[src/common/posn_pkg.sv]
// Shared constants, register map and carrier types for the positioning block
package posn_pkg;
	// ****************************************
	// Sizes
	// ****************************************
	localparam int CH_N = 4;
	localparam int PIN_N = 8;
	localparam int CODE_W = 4;
	localparam int DIV_W = 8;
	// ****************************************
	// Register map (byte addresses)
	// ****************************************
	localparam logic [7:0] ADDR_SEL = 8'h00;
	localparam logic [7:0] ADDR_CTRL = 8'h04;
	localparam logic [7:0] ADDR_ISTAT = 8'h08;
	localparam logic [7:0] ADDR_ICLR = 8'h0c;
	localparam logic [7:0] ADDR_IEN = 8'h10;
	localparam logic [7:0] ADDR_STAT = 8'h14;
	localparam logic [3:0] ADDR_START_HI = 4'h2;
	localparam logic [3:0] ADDR_POS_HI = 4'h3;
	localparam logic [1:0] RESP_OKAY = 2'h0;
	localparam logic [1:0] RESP_SLVERR = 2'h2;
	// ****************************************
	// Fields and reset values
	// ****************************************
	localparam logic [15:0] SEL_RST = 16'hffff;
	localparam logic [3:0] CODE_SOFT = 4'h8;
	localparam logic [3:0] CODE_UNUSED = 4'hf;
	// Operation error code, decimal 6763
	localparam logic [15:0] ERR_OP = 16'h1a6b;
	localparam int IRQ_ERR_LSB = 4;
	localparam int IRQ_W = 2 * CH_N;
	// ****************************************
	// Timing
	// ****************************************
	localparam int CLK_PERIOD_NS = 8;
	localparam int PULSE_PERIOD_NS = 1000;
	localparam int STEP_CYC = (PULSE_PERIOD_NS / CLK_PERIOD_NS < 1) ? 1 : PULSE_PERIOD_NS / CLK_PERIOD_NS;
	localparam logic [DIV_W-1:0] STEP_LAST = DIV_W'(STEP_CYC - 1);
	// ****************************************
	// Types
	// ****************************************
	typedef enum logic [1:0] {
		ST_IDLE = 2'b00,
		ST_WAIT = 2'b01,
		ST_COUNT = 2'b10
	} chan_state_t;
	typedef struct packed {
		logic en;
		logic [CODE_W-1:0] code;
	} chan_sel_t;
	typedef struct packed {
		logic busy;
		logic dir;
		logic [31:0] pos;
	} chan_stat_t;
endpackage

[src/verilog/pins_sync.sv]
// Three-stage input synchroniser with agreement filter
`timescale 1ns/100ps
module pins_sync #(
	parameter int W = 1
) (
	input wire logic aclk,
	input wire logic aresetn,
	input wire logic [W-1:0] d,
	output logic [W-1:0] q
);
	logic [W-1:0] s1_r, s2_r, s3_r, q_r;
	always_ff @(posedge aclk) begin
		if (!aresetn) begin
			s1_r <= '0;
			s2_r <= '0;
			s3_r <= '0;
			q_r <= '0;
		end else begin
			s1_r <= d;
			s2_r <= s1_r;
			s3_r <= s2_r;
			// A change counts only once two later stages agree
			q_r <= (s2_r & s3_r) | (q_r & (s2_r | s3_r));
		end
	end
	assign q = q_r;
endmodule // pins_sync

[src/verilog/posn_chan.sv]
// One interrupt-positioning pulse channel
`timescale 1ns/100ps
module posn_chan #(
	parameter int CH = 0
) (
	input wire logic aclk,
	input wire logic aresetn,
	input wire logic step_en,
	input wire logic start,
	input wire logic [15:0] count,
	input wire posn_pkg::chan_sel_t sel,
	input wire logic [posn_pkg::PIN_N-1:0] pins,
	input wire logic soft_cmd,
	input wire logic soft_ok,
	input wire logic allowed,
	output logic pulse,
	output posn_pkg::chan_stat_t stat,
	output logic done,
	output logic err
);
	import posn_pkg::*;
	localparam logic [CODE_W-1:0] DEF_CODE = CODE_W'(CH);
	chan_state_t st_r;
	logic [CODE_W-1:0] code_r;
	logic [15:0] mag_r, rem_r;
	logic dir_r, pulse_r, done_r, err_r;
	logic [31:0] pos_r;
	wire [CODE_W-1:0] live_code = sel.en ? sel.code : DEF_CODE;
	wire live_bad = (live_code > CODE_SOFT) || (live_code == CODE_SOFT && !soft_ok)
		|| !allowed || count == 16'h0000;
	wire trig = (code_r == CODE_SOFT) ? soft_cmd : pins[code_r[2:0]];
	wire [15:0] mag = count[15] ? 16'(-count) : count;
	wire moving = st_r != ST_IDLE;
	always_ff @(posedge aclk) begin
		if (!aresetn) begin
			st_r <= ST_IDLE;
			code_r <= CODE_UNUSED;
			mag_r <= 16'h0000;
			rem_r <= 16'h0000;
			dir_r <= 1'b0;
			pos_r <= 32'h0000_0000;
			pulse_r <= 1'b0;
			done_r <= 1'b0;
			err_r <= 1'b0;
		end else begin
			done_r <= 1'b0;
			err_r <= 1'b0;
			pulse_r <= step_en && moving;
			if (step_en && moving)
				pos_r <= dir_r ? pos_r + 32'h1 : pos_r - 32'h1;
			case (st_r)
				ST_IDLE: if (start) begin
					if (live_bad) begin
						err_r <= 1'b1;
					end else begin
						st_r <= ST_WAIT;
						code_r <= live_code;
						mag_r <= mag;
						dir_r <= !count[15];
					end
				end
				// Level trigger, so an input already on at start acts at once
				ST_WAIT: if (trig) begin
					st_r <= ST_COUNT;
					rem_r <= mag_r;
				end
				ST_COUNT: if (step_en) begin
					rem_r <= rem_r - 16'h1;
					if (rem_r == 16'h1) begin
						st_r <= ST_IDLE;
						done_r <= 1'b1;
					end
				end
				default: st_r <= ST_IDLE;
			endcase
		end
	end
	assign pulse = pulse_r;
	assign done = done_r;
	assign err = err_r;
	assign stat = '{busy: moving, dir: dir_r, pos: pos_r};
endmodule // posn_chan

[src/verilog/posn_ctrl.sv]
// Interrupt-positioning controller: register slave, trigger routing and four pulse channels
`timescale 1ns/100ps
// Summary of operation
// - Direction of channels 0..3 appears on pin_out4..pin_out7.
// - Positive count moves forward; each pulse increments position.
// - Negative count moves reverse; each pulse decrements position.
// - Direction output high forward, low reverse.
// - Select enabled: each channel uses its own selector field.
// - Codes 0..7 pick pin_in0..pin_in7 as trigger.
// - Code 8 picks the channel's software command bit.
// - Code F marks the channel unused; a start there is refused.
// - Start with code 9..E flags operation error and emits no pulses.
// - Code 8 without software-command support flags error, no motion.
// - Channel 3 works only with the second adapter present.
// - Channel 0 uses selector bits 3:0.
// - After trigger, emit count magnitude pulses, stop, flag completion.
module posn_ctrl #(
	parameter logic SOFT_CMD_OK = 1'b1
) (
	input wire logic aclk,
	input wire logic aresetn,
	input wire logic [7:0] awaddr,
	input wire logic awvalid,
	output logic awready,
	input wire logic [31:0] wdata,
	input wire logic [3:0] wstrb,
	input wire logic wvalid,
	output logic wready,
	output logic [1:0] bresp,
	output logic bvalid,
	input wire logic bready,
	input wire logic [7:0] araddr,
	input wire logic arvalid,
	output logic arready,
	output logic [31:0] rdata,
	output logic [1:0] rresp,
	output logic rvalid,
	input wire logic rready,
	input wire logic [posn_pkg::PIN_N-1:0] pin_in,
	input wire logic dual_adapter,
	output logic [posn_pkg::CH_N-1:0] pulse_out,
	output logic pin_out4,
	output logic pin_out5,
	output logic pin_out6,
	output logic pin_out7,
	output logic irq
);
	import posn_pkg::*;

	// ****************************************
	// Write channel
	// ****************************************
	logic aw_have_r, w_have_r, bvalid_r;
	logic [1:0] bresp_r;
	logic [7:0] awaddr_r;
	logic [31:0] wdata_r;
	logic [3:0] wstrb_r;
	wire wr_fire = aw_have_r && w_have_r && !bvalid_r;
	wire [3:0] wa_hi = awaddr_r[7:4];
	wire [1:0] wa_ch = awaddr_r[3:2];
	wire wr_sel = wr_fire && awaddr_r == ADDR_SEL;
	wire wr_ctrl = wr_fire && awaddr_r == ADDR_CTRL;
	wire wr_iclr = wr_fire && awaddr_r == ADDR_ICLR;
	wire wr_ien = wr_fire && awaddr_r == ADDR_IEN;
	wire wr_start = wr_fire && wa_hi == ADDR_START_HI && awaddr_r[1:0] == 2'b00;
	wire wr_ok = wr_sel || wr_ctrl || wr_iclr || wr_ien || wr_start;
	// Counts need both low lanes; a half-written count would start a wrong move
	wire start_lanes = wstrb_r[1:0] == 2'b11;

	assign awready = !aw_have_r && !bvalid_r;
	assign wready = !w_have_r && !bvalid_r;
	assign bvalid = bvalid_r;
	assign bresp = bresp_r;

	always_ff @(posedge aclk) begin
		if (!aresetn) begin
			aw_have_r <= 1'b0;
			w_have_r <= 1'b0;
			bvalid_r <= 1'b0;
			bresp_r <= RESP_OKAY;
			awaddr_r <= 8'h00;
			wdata_r <= 32'h0000_0000;
			wstrb_r <= 4'h0;
		end else begin
			if (awvalid && awready) begin
				aw_have_r <= 1'b1;
				awaddr_r <= awaddr;
			end
			if (wvalid && wready) begin
				w_have_r <= 1'b1;
				wdata_r <= wdata;
				wstrb_r <= wstrb;
			end
			if (wr_fire) begin
				aw_have_r <= 1'b0;
				w_have_r <= 1'b0;
				bvalid_r <= 1'b1;
				bresp_r <= wr_ok ? RESP_OKAY : RESP_SLVERR;
			end else if (bvalid_r && bready) begin
				bvalid_r <= 1'b0;
			end
		end
	end

	// ****************************************
	// Control registers
	// ****************************************
	logic [15:0] sel_r;
	logic en_r;
	logic [CH_N-1:0] soft_r;
	logic [IRQ_W-1:0] ien_r, istat_r;
	logic [15:0] errcode_r;
	logic [CH_N-1:0][15:0] cnt_r;
	logic [CH_N-1:0] start_v, busy_v, dir_v, done_v, err_v;
	chan_stat_t [CH_N-1:0] stat;
	logic [PIN_N-1:0] pins_s;
	logic dual_s;

	wire [15:0] sel_nxt = {wstrb_r[1] ? wdata_r[15:8] : sel_r[15:8], wstrb_r[0] ? wdata_r[7:0] : sel_r[7:0]};
	wire [IRQ_W-1:0] clr_mask = (wr_iclr && wstrb_r[0]) ? wdata_r[IRQ_W-1:0] : {IRQ_W{1'b0}};
	// A new event in the clearing cycle survives the clear
	wire [IRQ_W-1:0] istat_nxt = (istat_r & ~clr_mask) | {err_v, done_v};
	wire err_cleared = |clr_mask[IRQ_W-1:IRQ_ERR_LSB];
	wire [15:0] errcode_nxt = (|err_v) ? ERR_OP : err_cleared ? 16'h0000 : errcode_r;

	always_ff @(posedge aclk) begin
		if (!aresetn) begin
			sel_r <= SEL_RST;
			en_r <= 1'b0;
			soft_r <= {CH_N{1'b0}};
			ien_r <= {IRQ_W{1'b0}};
			istat_r <= {IRQ_W{1'b0}};
			errcode_r <= 16'h0000;
		end else begin
			if (wr_sel)
				sel_r <= sel_nxt;
			if (wr_ctrl && wstrb_r[0]) begin
				en_r <= wdata_r[0];
				soft_r <= wdata_r[CH_N:1];
			end
			if (wr_ien && wstrb_r[0])
				ien_r <= wdata_r[IRQ_W-1:0];
			istat_r <= istat_nxt;
			errcode_r <= errcode_nxt;
		end
	end

	always_ff @(posedge aclk) begin
		if (!aresetn) begin
			cnt_r <= '0;
		end else begin
			for (int i = 0; i < CH_N; i++) begin
				if (start_v[i])
					cnt_r[i] <= wdata_r[15:0];
			end
		end
	end

	assign irq = |(istat_r & ien_r);

	// ****************************************
	// Step divider and input synchroniser
	// ****************************************
	logic [DIV_W-1:0] div_r;
	wire step_en = div_r == STEP_LAST;
	always_ff @(posedge aclk) begin
		if (!aresetn)
			div_r <= '0;
		else
			div_r <= step_en ? '0 : div_r + DIV_W'(1);
	end

	pins_sync #(
		.W(PIN_N + 1)
	) u_sync (
		.aclk(aclk),
		.aresetn(aresetn),
		.d({dual_adapter, pin_in}),
		.q({dual_s, pins_s})
	);

	// ****************************************
	// Channels
	// ****************************************
	generate
		for (genvar c = 0; c < CH_N; c++) begin : g_ch
			localparam logic IS_LAST = (c == CH_N - 1);
			chan_sel_t sel_c;
			assign sel_c = '{en: en_r, code: sel_r[c*CODE_W +: CODE_W]};
			// Starts while busy are dropped so a running move keeps its operands
			assign start_v[c] = wr_start && start_lanes && wa_ch == 2'(c) && !busy_v[c];
			assign busy_v[c] = stat[c].busy;
			assign dir_v[c] = stat[c].dir;
			posn_chan #(
				.CH(c)
			) u_chan (
				.aclk(aclk),
				.aresetn(aresetn),
				.step_en(step_en),
				.start(start_v[c]),
				.count(wdata_r[15:0]),
				.sel(sel_c),
				.pins(pins_s),
				.soft_cmd(soft_r[c]),
				.soft_ok(SOFT_CMD_OK),
				.allowed(!IS_LAST || dual_s),
				.pulse(pulse_out[c]),
				.stat(stat[c]),
				.done(done_v[c]),
				.err(err_v[c])
			);
		end
	endgenerate

	// Direction pins stay owned by the channels for the whole move
	assign pin_out4 = dir_v[0];
	assign pin_out5 = dir_v[1];
	assign pin_out6 = dir_v[2];
	assign pin_out7 = dir_v[3];

	// ****************************************
	// Read channel
	// ****************************************
	logic rvalid_r;
	logic [1:0] rresp_r;
	logic [31:0] rdata_r;
	wire [3:0] ra_hi = araddr[7:4];
	wire [1:0] ra_ch = araddr[3:2];
	wire ra_al = araddr[1:0] == 2'b00;
	wire ra_sel = araddr == ADDR_SEL;
	wire ra_ctrl = araddr == ADDR_CTRL;
	wire ra_istat = araddr == ADDR_ISTAT;
	wire ra_iclr = araddr == ADDR_ICLR;
	wire ra_ien = araddr == ADDR_IEN;
	wire ra_stat = araddr == ADDR_STAT;
	wire ra_start = ra_hi == ADDR_START_HI && ra_al;
	wire ra_pos = ra_hi == ADDR_POS_HI && ra_al;
	wire ra_ok = ra_sel || ra_ctrl || ra_istat || ra_iclr || ra_ien || ra_stat || ra_start || ra_pos;
	wire [31:0] rd_data =
		ra_sel ? {16'h0000, sel_r} :
		ra_ctrl ? {26'h0, dual_s, soft_r, en_r} :
		ra_istat ? {24'h0, istat_r} :
		ra_ien ? {24'h0, ien_r} :
		ra_stat ? {errcode_r, 8'h00, dir_v, busy_v} :
		ra_start ? {16'h0000, cnt_r[ra_ch]} :
		ra_pos ? stat[ra_ch].pos :
		32'h0000_0000;

	assign arready = !rvalid_r;
	assign rvalid = rvalid_r;
	assign rdata = rdata_r;
	assign rresp = rresp_r;

	always_ff @(posedge aclk) begin
		if (!aresetn) begin
			rvalid_r <= 1'b0;
			rresp_r <= RESP_OKAY;
			rdata_r <= 32'h0000_0000;
		end else if (arvalid && arready) begin
			rvalid_r <= 1'b1;
			rdata_r <= rd_data;
			rresp_r <= ra_ok ? RESP_OKAY : RESP_SLVERR;
		end else if (rvalid_r && rready) begin
			rvalid_r <= 1'b0;
		end
	end

	// Channel 1 carries the illegal-code sweep, so its refusal is the one worth watching
	wire ch1_bad_code = en_r && sel_r[7:4] > CODE_SOFT && sel_r[7:4] != CODE_UNUSED;
endmodule // posn_ctrl

[config.mk]
export PLATFORM = sky130hd
export DESIGN_NAME = posn_ctrl
export DESIGN_NICKNAME = d
export VERILOG_FILES = /design/src/common/posn_pkg.sv /design/src/verilog/pins_sync.sv /design/src/verilog/posn_chan.sv /design/src/verilog/posn_ctrl.sv
export SDC_FILE = /design/constraint.sdc
export NUM_CORES = 1
export LEC_CHECK = 0
export BUFFER_PORTS_ARGS = -buffer_cell sky130_fd_sc_hd__buf_2
export CAP_MARGIN = 5
export CORE_ASPECT_RATIO = 1.5
export CORE_MARGIN = 1
export CORE_UTILIZATION = 55
export CTS_BUF_LIST = sky130_fd_sc_hd__clkbuf_8
export CTS_CLUSTER_DIAMETER = 30
export DETAILED_ROUTE_END_ITERATION = 7
export PLACE_DENSITY = 0.79
export SLEW_MARGIN = 0
export SYNTH_ARGS = -nofsm -noshare
export SYNTH_HDL_FRONTEND = slang
export SYNTH_SLANG_ARGS = --single-unit
[constraint.sdc]
create_clock -name aclk -period 7.85 [get_ports aclk]
set_input_delay 0.3925 -clock aclk [delete_from_list [all_inputs] [get_ports aclk]]
set_output_delay 0.3925 -clock aclk [all_outputs]
set_load 0.005 [all_outputs]
## After elaboration in Yosys (flattened, before gate mapping)

Cells that the tools add are included.
Widths: inputs -> output; s select.

- $add $sub $neg: 14
- Order comparisons: 9
- Equal/unequal tests: 52
- Mux-type cells: 85
- Bitwise logic cells: 13
- Reductions and logical operators: 107

Operators by type and width:

| cell | number |
|---|---|
| $mux 32 | 12 |
| $mux 16 | 10 |
| $add 32x1->32 const B | 4 |
| $pmux 16 s2 | 4 |
| $sub 32x1->32 const B | 4 |
| $bmux 34 s2 | 1 |
| $eq 16x1->1 const B | 4 |
| $sub 16x1->16 const B | 4 |
| $reduce_and 3->1 | 16 |
| $mux 2 | 22 |
| $logic_and 1x1->1 | 33 |
| $bmux 16 s2 | 1 |
| $mux 13 | 2 |
| $ne 2x1->1 const B | 13 |
| $eq 8x4->1 const B | 3 |
| $eq 8x5->1 const B | 3 |
| $pmux 2 s3 | 4 |
| $reduce_bool 2->1 | 11 |
| $mux 1 | 20 |
| $reduce_and 5->1 | 4 |
| $and 9x9->9 | 2 |
| $or 9x9->9 | 2 |
| $and 8x8->8 | 2 |
| $eq 4x4->1 const B | 4 |
| other kinds (26) | 95 |

- Bits in registers: 515
- Input bits: 68
- Output and inout bits: 50
- Word-level logic and storage cells: 342

## Longest topological paths before layout

Gate-level depths: netlist (run 1).

- Word-level depth: 10
- Depth in mapped cells: 13
- Depth with buffers taken out: 12

## Cells and area by module

Synthesis (run 1) repeated with hierarchy kept, for this count alone.

- Cell total of the unflattened synthesis: 3640
- Area total of the unflattened synthesis: 30131.4 µm²

By module, submodules not included:

| module | instances | cells an instance | area each (µm²) | seq. area each (µm²) |
|---|---|---|---|---|
| posn_ctrl | 1 | 911 | 8300.5 | 3483.3 |
| posn_chan (g_ch[3].u_chan) | 1 | 677 | 5251.3 | 1481.4 |
| posn_chan (g_ch[2].u_chan) | 1 | 654 | 5195.0 | 1481.4 |
| posn_chan (g_ch[1].u_chan) | 1 | 654 | 5157.4 | 1481.4 |
| posn_chan (g_ch[0].u_chan) | 1 | 651 | 5156.2 | 1481.4 |
| pins_sync | 1 | 93 | 1071.0 | 720.7 |

## Worst setup path after synthesis (run 1)

OpenSTA, ideal clock, no wires.

- Path type: register to register
- Start point: reg g_ch[0].u_chan.dir_r
- End point: reg g_ch[0].u_chan.pos_r[31]
- Setup time: 0.072 ns
- Arrival: 3.552 ns
- Required time: 7.778 ns
- Setup slack: 4.227 ns
- Stages on the path, launching flop included: 14
- Path buffers: 1
- Period minus slack after synthesis: 3.623 ns
- Cell sequence: dfxtp_1 -> inv_1 -> ha_1 -> buf_6 -> a21oi_2 -> o21ai_1 -> a221o_1 -> a221o_1 -> o221ai_2 -> o211ai_2 -> a311o_1 -> a21oi_2 -> mux2i_1 -> mux2i_1

- Word-level cells in the longest chain between the ends: 1

Ends and longest elaborated chain:

| element | line | text |
|---|---|---|
| from (decl) | posn_chan.sv:26 | `logic dir_r, pulse_r, done_r, err_r;` |
| from (signal assigned) | posn_chan.sv:59 | `dir_r <= !count[15];` |
| $mux 32 | posn_chan.sv:50 | `pos_r <= dir_r ? pos_r + 32'h1 : pos_r - 32'h1;` |
| to (signal assigned) | posn_chan.sv:50 |  |
| to (decl) | posn_chan.sv:27 | `logic [31:0] pos_r;` |

No other way between the ends.
A chain may end at the register's enable or synchronous reset.

## Worst setup path after layout (run 1)

- Start point: reg g_ch[0].u_chan.dir_r
- End point: reg g_ch[0].u_chan.pos_r[30]

The elaborated chain is that of the path after synthesis.

==> impl_results.md, run 1 <==
- Hpwl dp: 54,300 um
- Max-slew headroom: 18.8%
- Worst reg-to-reg path cell count: 12
- RSZ-0062 raised after global routing: false
- Critical-path top delay cell: o31ai_1
- Die area: 0.0518 mm2
- CP Class: reg -> reg
- Reg clk slew, reported paths: 0.07 ns
- Routed Antenna Nets: 0
- Register share of total power: 44.7%
- Die Y-Extent: ~280 um
- Synthesis-to-finish area growth: 11.6%
- Seq/Total Area, Yosys: 36.2%
- First-pass GRT wire length: 126,000 um
- CTS tree: yes
- Startpoint types: flop
- Wirelength, routed: 80,200 um
- CTS buffer count: 99
- Synth async-reset ratio: 0%
- Power density over the cells: roughly 190 mW/mm2
- Fin Setup TNS: 0 ns
- Tcrit/Tclk final: 56.4%
- Clock Skew: 0.0491 ns
- Iter 0 DRT Violations: 2,031
- Part of the power in combinational logic: 6.7%
- Worst path arrival time: 5.00 ns
- IO buf count: a little under 100
- Layout fillers: roughly 4,300
- Grt ovf: 0
- Initial core utilization: 56.0%
- Status: complete, no violations
- Global-route usage over all layers: between 30 and 40%
- Top_reg_cell synth: dfxtp_1
- Net Sw Frac: 26.1%
- Max Clk Rate: approximately 0.23 GHz
- CP endpoint kind: flop
- P_int: 4380 uW
- Slew Limit Fails: 0
- Slew @ Worst Pin: 1.21 ns
- Wire per inst: roughly 19 um
- Final hold vios: 0
- Critical path required time: 8.42 ns
- EDFF count, synth: 0
- Die width: 186 um
- WHS Path Cells: 4
- Max VDD drop: 166 uV
- Minimum clock period: 4.42 ns
- Pleak: 0.0125 uW
- Post-CTS Setup Inserts: 0
- Cell row count: 100
- Drt drc: 0
- Drt via density: 6.07
- Yosys warns: 0
- Root buffer cell: clkbuf_8
- Final setup violation count: 0
- Mapped Cells: 3,388
- CP peak stage delay: 0.68 ns
- Number of max-cap violations: 0
- Pin count of the biggest net entering global routing: ~150
- Worst-Skew Late Latency: 0.73 ns
- CP Max Fanout: 31
- Hold slack: 0.138 ns
- Routability cong.: 0.951
- Crit-path cells: inv_1, ha_1, nor2b_1, o21ai_1, a21oi_1, o21ai_0, o31ai_1, a221oi_1, a211o_1, o211a_1, o21ai_0, o311ai_1
- Clock sinks: approximately 510
- HP Class: in -> reg
- Via Count: 25,436
- Iteration count of the initial detailed-routing pass: 7
- I/O Pins: 118
- Post-Syn Area: 0.0280 mm2
- Initial antenna violation count: 1
- Longest Clk Path Bufs: 3
- Synthesized area per cell: 8.25 um2
- Yosys cell types: 91
- Share of layout cells above drive strength 1: 12.7%
- Vias in the first global route: roughly 24,000
- Clock share of power: 48.6%
- Fin nets: 3,650
- Sw Pwr: 1550 uW
- Crit-path most repeated cell: o21ai_0
- Core box area: 0.0499 mm2
- #FFs+latches synth: 506
- Total power: 5930 uW
- Clock H-tree levels: 3
[through the flow]
step / worst slack, ns / instance area [um2] / cells / utilization (%)
floorplan: 4.23 / 28000 / 3389 / -
global placement: 3.56 / 28600 / 3967 / 57.4
detailed placement: 3.50 / 28600 / 3967 / 57.4
CTS: 3.44 / 31200 / 4187 / 62.5
global route: 3.14 / 31200 / 4188 / 62.5
finish: 3.43 / 31200 / 4188 / 62.5
[cells by family after synthesis]
logic type / after synthesis / share of synthesized area (%)
other: 1 / 0.0134
adder cells (fa/ha/maj): 139 / 6.33
XOR/XNOR: 108 / 3.38
buffers and inverters: 299 / 4.53
AND/OR/NAND/NOR: 1235 / 20.0
flip-flops: 506 / 36.2
multiplexers: 142 / 7.62
AO/OA/AOI/OAI: 958 / 21.9
[worst max-delay path: cells and delay by family (launching register included)]
family / cells / cell delay, ns
AOI/OAI and AO/OA: 9 / 2.34
buffers and inverters: 1 / 0.62
adders and majority gates: 1 / 0.61
DFF: 1 / 0.56
and+or+nand+nor: 1 / 0.15
[Yosys cell counts, drive strengths merged, types with 62 or more instances]
| master | count | area (um2) |
|---|---|---|
| inv | 83 | 312 |
| ha | 135 | 1690 |
| nand2 | 475 | 1790 |
| a211oi | 90 | 801 |
| xnor2 | 64 | 561 |
| clkbuf | 167 | 628 |
| mux2i | 80 | 801 |
| a21o | 62 | 467 |
| nand3 | 87 | 440 |
| o21ai | 145 | 741 |
| a21oi | 409 | 2060 |
| nor2 | 364 | 1380 |
| dfxtp | 506 | 10100 |
[placed cells by master (no fill, tap or decap), types with 65 or more instances in the layout]
cell      count
a211oi_1     65
a21oi_1     405
buf_2        95
clkbuf_8    113
dfxtp_1     506
ha_1        135
inv_1       101
mux2i_1      80
nand2_1     473
nand3_1      86
nor2_1      356
o21ai_0     135
[metal layers]
metal	vias up	GRT usage, %	part of all wire, %
met5	-	0	0
met4	0	26.7	8.7
met3	272	4.14	5.7
met2	890	52.7	49
met1	12016	33.0	37
li1	12258	-	-
[layout make-up]
type	count	area (um2)	share of cell area, %
Multi-Input combinational cell	2584	16600	53.2
Sequential cell	506	10100	32.5
Clock buffer	113	1560	4.99
Timing Repair Buffer	169	1140	3.65
Tap cell	663	830	2.66
Clock inverter	69	614	1.97
Inverter	83	319	1.02
Antenna cell	1	2.50	0.00802
[worst paths after layout]
| path | start | endpoint | slack (ns) |
|---|---|---|---|
| max | g_ch[0].u_chan.dir_r$_SDFFE_PN0P_ | g_ch[0].u_chan.pos_r[30]$_SDFFE_PN0P_ | 3.43 |
| min | araddr[4] | rdata[5]$_SDFFE_PN0P_ | 0.14 |
| max reg2reg | g_ch[0].u_chan.dir_r$_SDFFE_PN0P_ | g_ch[0].u_chan.pos_r[30]$_SDFFE_PN0P_ | 3.43 |
| min reg2reg | g_ch[0].u_chan.done$_SDFF_PN0_ | istat_r[0]$_SDFF_PN0_ | 0.44 |
[state kept, by name (all words and copies together) (netlist names), 8 cells and up]
signal / cells
ien_r: 8
wdata_r: 16
div_r: 8
rdata: 32
g_ch.u_chan.mag_r: 64
g_ch.u_chan.st_r: 8
u_sync.s3_r: 9
g_ch.u_chan.rem_r: 64
u_sync.s2_r: 9
g_ch.u_chan.pos_r: 128
u_sync.q: 9
cnt_r: 64
g_ch.u_chan.code_r: 16
istat_r: 8
sel_r: 16
u_sync.s1_r: 9
awaddr_r: 8
[power by group through the flow]
stage               registers, uW  logic (uW)  clock network, uW
floorplan                    2680         276                  0
global placement             2700         370                  0
detailed placement           2700         374                  0
CTS                          2650         390               2910
global route                 2650         430               3030
finish                       2650         399               2880
[what timing repair did]
item | CTS | global route
hold buffers | 38 | 0
hold endpoints to repair | 37 | 0
setup endpoints to repair | 0 | 0
resized for setup | 0 | 0
Note: power is estimated with default switching activity, not from simulation.
==> run 2: changes to the inputs <==
--- a/config.mk
+++ b/config.mk
@@ -13,7 +13,7 @@
 export CTS_BUF_LIST = sky130_fd_sc_hd__clkbuf_8
 export CTS_CLUSTER_DIAMETER = 30
 export DETAILED_ROUTE_END_ITERATION = 7
-export PLACE_DENSITY = 0.79
+export PLACE_DENSITY = 0.82
 export SLEW_MARGIN = 0
 export SYNTH_ARGS = -nofsm -noshare
 export SYNTH_HDL_FRONTEND = slang
==> constraint.sdc (replaced) <==
create_clock -name aclk -period 3.9 [get_ports aclk]
set_input_delay 0.195 -clock aclk [delete_from_list [all_inputs] [get_ports aclk]]
set_output_delay 0.195 -clock aclk [all_outputs]
set_load 0.005 [all_outputs]
==> run 2 against run 1 <==
  * Sequential cell count stayed put
  * Hold slack lost 0.014 ns
  * Design area increased by 1.1%
  * Final cell count rose by 0.69%
==> impl_results.md, run 2 (synthesis results as in run 1) <==
- Status: complete, no violations (unchanged)
- Final hold vios: 0 (unchanged)
- Most frequent cells in the layout: 505 x dfxtp_1, 473 x nand2_1, 405 x a21oi_1, 356 x nor2_1 (was 506 x dfxtp_1, 473 x nand2_1, 405 x a21oi_1, 356 x nor2_1)
- Reg area: 0.0101 mm2 (about the same)
- Grt ovf: 0 (unchanged)
- Synthesis-to-finish area growth: 12.7% (was 11.6%)
- Reg clk slew, reported paths: 0.06 ns (was 0.07 ns)
- Critical-path top delay cell: dfxtp_1 (was o31ai_1)
- Fin nets: 3,691 (was 3,650)
- HP Class: in -> reg (unchanged)
- Crit-path cells: inv_1, fa_1, nand2b_1, a21oi_1, o22ai_1, o21ai_1, a41o_1, a41oi_1, a211o_1, o22ai_1, nand4b_1, o211ai_1 (was inv_1, ha_1, nor2b_1, o21ai_1, a21oi_1, o21ai_0, o31ai_1, a221oi_1, a211o_1, o211a_1, o21ai_0, o311ai_1)
- Number of max-cap violations: 0 (unchanged)
- Max-slew headroom: 25.7% (was 18.8%)
- Pleak: 0.0126 uW (was 0.0125 uW)
- Worst Setup SP: g_ch[2].u_chan.pos_r[0]$_SDFFE_PN0P_ (was g_ch[0].u_chan.dir_r$_SDFFE_PN0P_)
- Initial core utilization: 56.0% (unchanged)
- Slew Limit Fails: 0 (unchanged)
- Critical path required time: 4.53 ns (was 8.42 ns)
- Routability cong.: 0.952 (was 0.951)
- Clock H-tree levels: 3 (unchanged)
- Power density over the cells: 376 mW/mm2 (was 190 mW/mm2)
- Vias in the first global route: 25,472 (was 24,338)
- Routed Antenna Nets: 0 (unchanged)
- Worst path arrival time: 4.20 ns (was 5.00 ns)
- Hpwl dp: 56,700 um (was 54,300 um)
- Layout fillers: 4,115 (was 4,255)
- Worst-Skew Late Latency: 0.72 ns (was 0.73 ns)
- Drt drc: 0 (unchanged)
- Global-route usage over all layers: 32.1% (was 30.8%)
- First-pass GRT wire length: 130,000 um (was 126,000 um)
- Die Y-Extent: 278 um (unchanged)
- Tcrit/Tclk final: 91.6% (was 56.4%)
- Multi-input gate area: 0.0166 mm2 (about the same)
- Cell row count: 100 (unchanged)
- Root buffer cell: clkbuf_8 (unchanged)
- Die width: 186 um (unchanged)
- CTS tree: yes (unchanged)
- Iteration count of the initial detailed-routing pass: 7 (unchanged)
- Share of layout cells above drive strength 1: 13.3% (was 12.7%)
- Max FFs per register: 128 (unchanged)
- Fin Setup TNS: 0 ns (unchanged)
- Hold Crit Start: aresetn (was araddr[4])
- Drt via density: 6.18 (was 6.07)
- Pin count of the biggest net entering global routing: 141 (was 146)
- CP Max Fanout: 5 (was 31)
- Top cell family by delay on the critical path: compound AO/OA/AOI/OAI gates (unchanged)
- Longest Clk Path Bufs: 3 (unchanged)
- Crit path buf inv count: 1 (unchanged)
- Commonest non-fill, non-tap cell in the layout: dfxtp_1 (unchanged)
- IO buf count: 97 (unchanged)
- Minimum clock period: 3.57 ns (was 4.42 ns)
- Startpoint types: flop (unchanged)
- Max VDD drop: 457 uV (was 166 uV)
- Crit-path most repeated cell: o22ai_1 (was o21ai_0)
- Hold slack: 0.124 ns (was 0.138 ns)
- FF-to-FF Start: g_ch[2].u_chan.pos_r[0]$_SDFFE_PN0P_ (was g_ch[0].u_chan.dir_r$_SDFFE_PN0P_)
- Slew @ Worst Pin: 1.11 ns (was 1.21 ns)
- Wirelength, routed: 82,800 um (was 80,200 um)
- Core box area: 0.0499 mm2 (unchanged)
- CP Class: reg -> reg (unchanged)
- Die area: 0.0518 mm2 (unchanged)
- Clock sinks: 506 (unchanged)
- CTS buffer count: 93 (was 99)
- Final Util: 63.1% (was 62.5%)
- I/O Pins: 118 (unchanged)
- Wire per inst: 19.6 um (was 19.1 um)
- RSZ-0062 raised after global routing: false (unchanged)
- Largest reg by FF count: g_ch.u_chan.pos_r (unchanged)
- Clock Skew: 0.0428 ns (was 0.0491 ns)
- Iter 0 DRT Violations: 1,751 (was 2,031)
- Via Count: 26,054 (was 25,436)
- Post-CTS Setup Inserts: 0 (unchanged)
- Initial antenna violation count: 1 (unchanged)
- CP endpoint kind: flop (unchanged)
- CP peak stage delay: 0.43 ns (was 0.68 ns)
- Max Clk Rate: 0.280 GHz (was 0.226 GHz)
- Final setup violation count: 0 (unchanged)
## run 2: worst min-delay path, delay by kind of cell
family,cells,cell delay (ns)
AND/OR/NAND/NOR,1,0.17
buffers and inverters,2,0.42
## run 2: timing repair
action / 4_1_cts / 5_1_grt
gates resized for setup: 0 / 2
setup endpoints to repair: 0 / 2
endpoints found under the hold margin: 39 / 0
hold buffers: 55 / 0
## run 2: power by group
group / internal (uW) / total [uW] / switching (uW)
clock network: 3260 / 5670 / 2410
registers: 5240 / 5320 / 82.7
logic: 295 / 849 / 554
total: 8800 / 11800 / 3050
## run 2: path summary, 6_finish.rpt
kind	depth (start not counted)	end	slack, ns
worst max-delay path	12	g_ch[2].u_chan.pos_r[30]$_SDFFE_PN0P_	0.33
worst max register to register	12	g_ch[2].u_chan.pos_r[30]$_SDFFE_PN0P_	0.33
worst min register to register	1	u_sync.s2_r[2]$_SDFF_PN0_	0.44
worst min-delay path	3	cnt_r[18]$_SDFFE_PN0P_	0.12
## run 2: cell type report
class                      count  share of cell area, %
multi-input combinational   2584                   52.7
sequential                   506                   32.1
clock buffer                 113                   4.93
timing repair buffer         216                   4.91
tap                          663                   2.63
clock inverter                51                   1.69
inverter                      83                   1.01
antenna                        1                0.00794
## run 2: stage by stage
stage,instance area (um2),cells,power (uW),worst slack [ns]
global placement,28900,3997,6200,0.437
detailed placement,28900,3997,6210,0.325
finish,31500,4217,11800,0.329
floorplan,28000,3389,5950,0.277
global route,31500,4217,12200,0.0167
CTS,31500,4216,11900,0.222
## run 2: routing by layer
layer,vias up,routed length [um],track usage (%)
met3,397,5240,5.74
met4,0,8360,30.6
met5,-,0,0
li1,12328,-,-
met1,12258,29800,33.7
met2,1071,39400,53.2
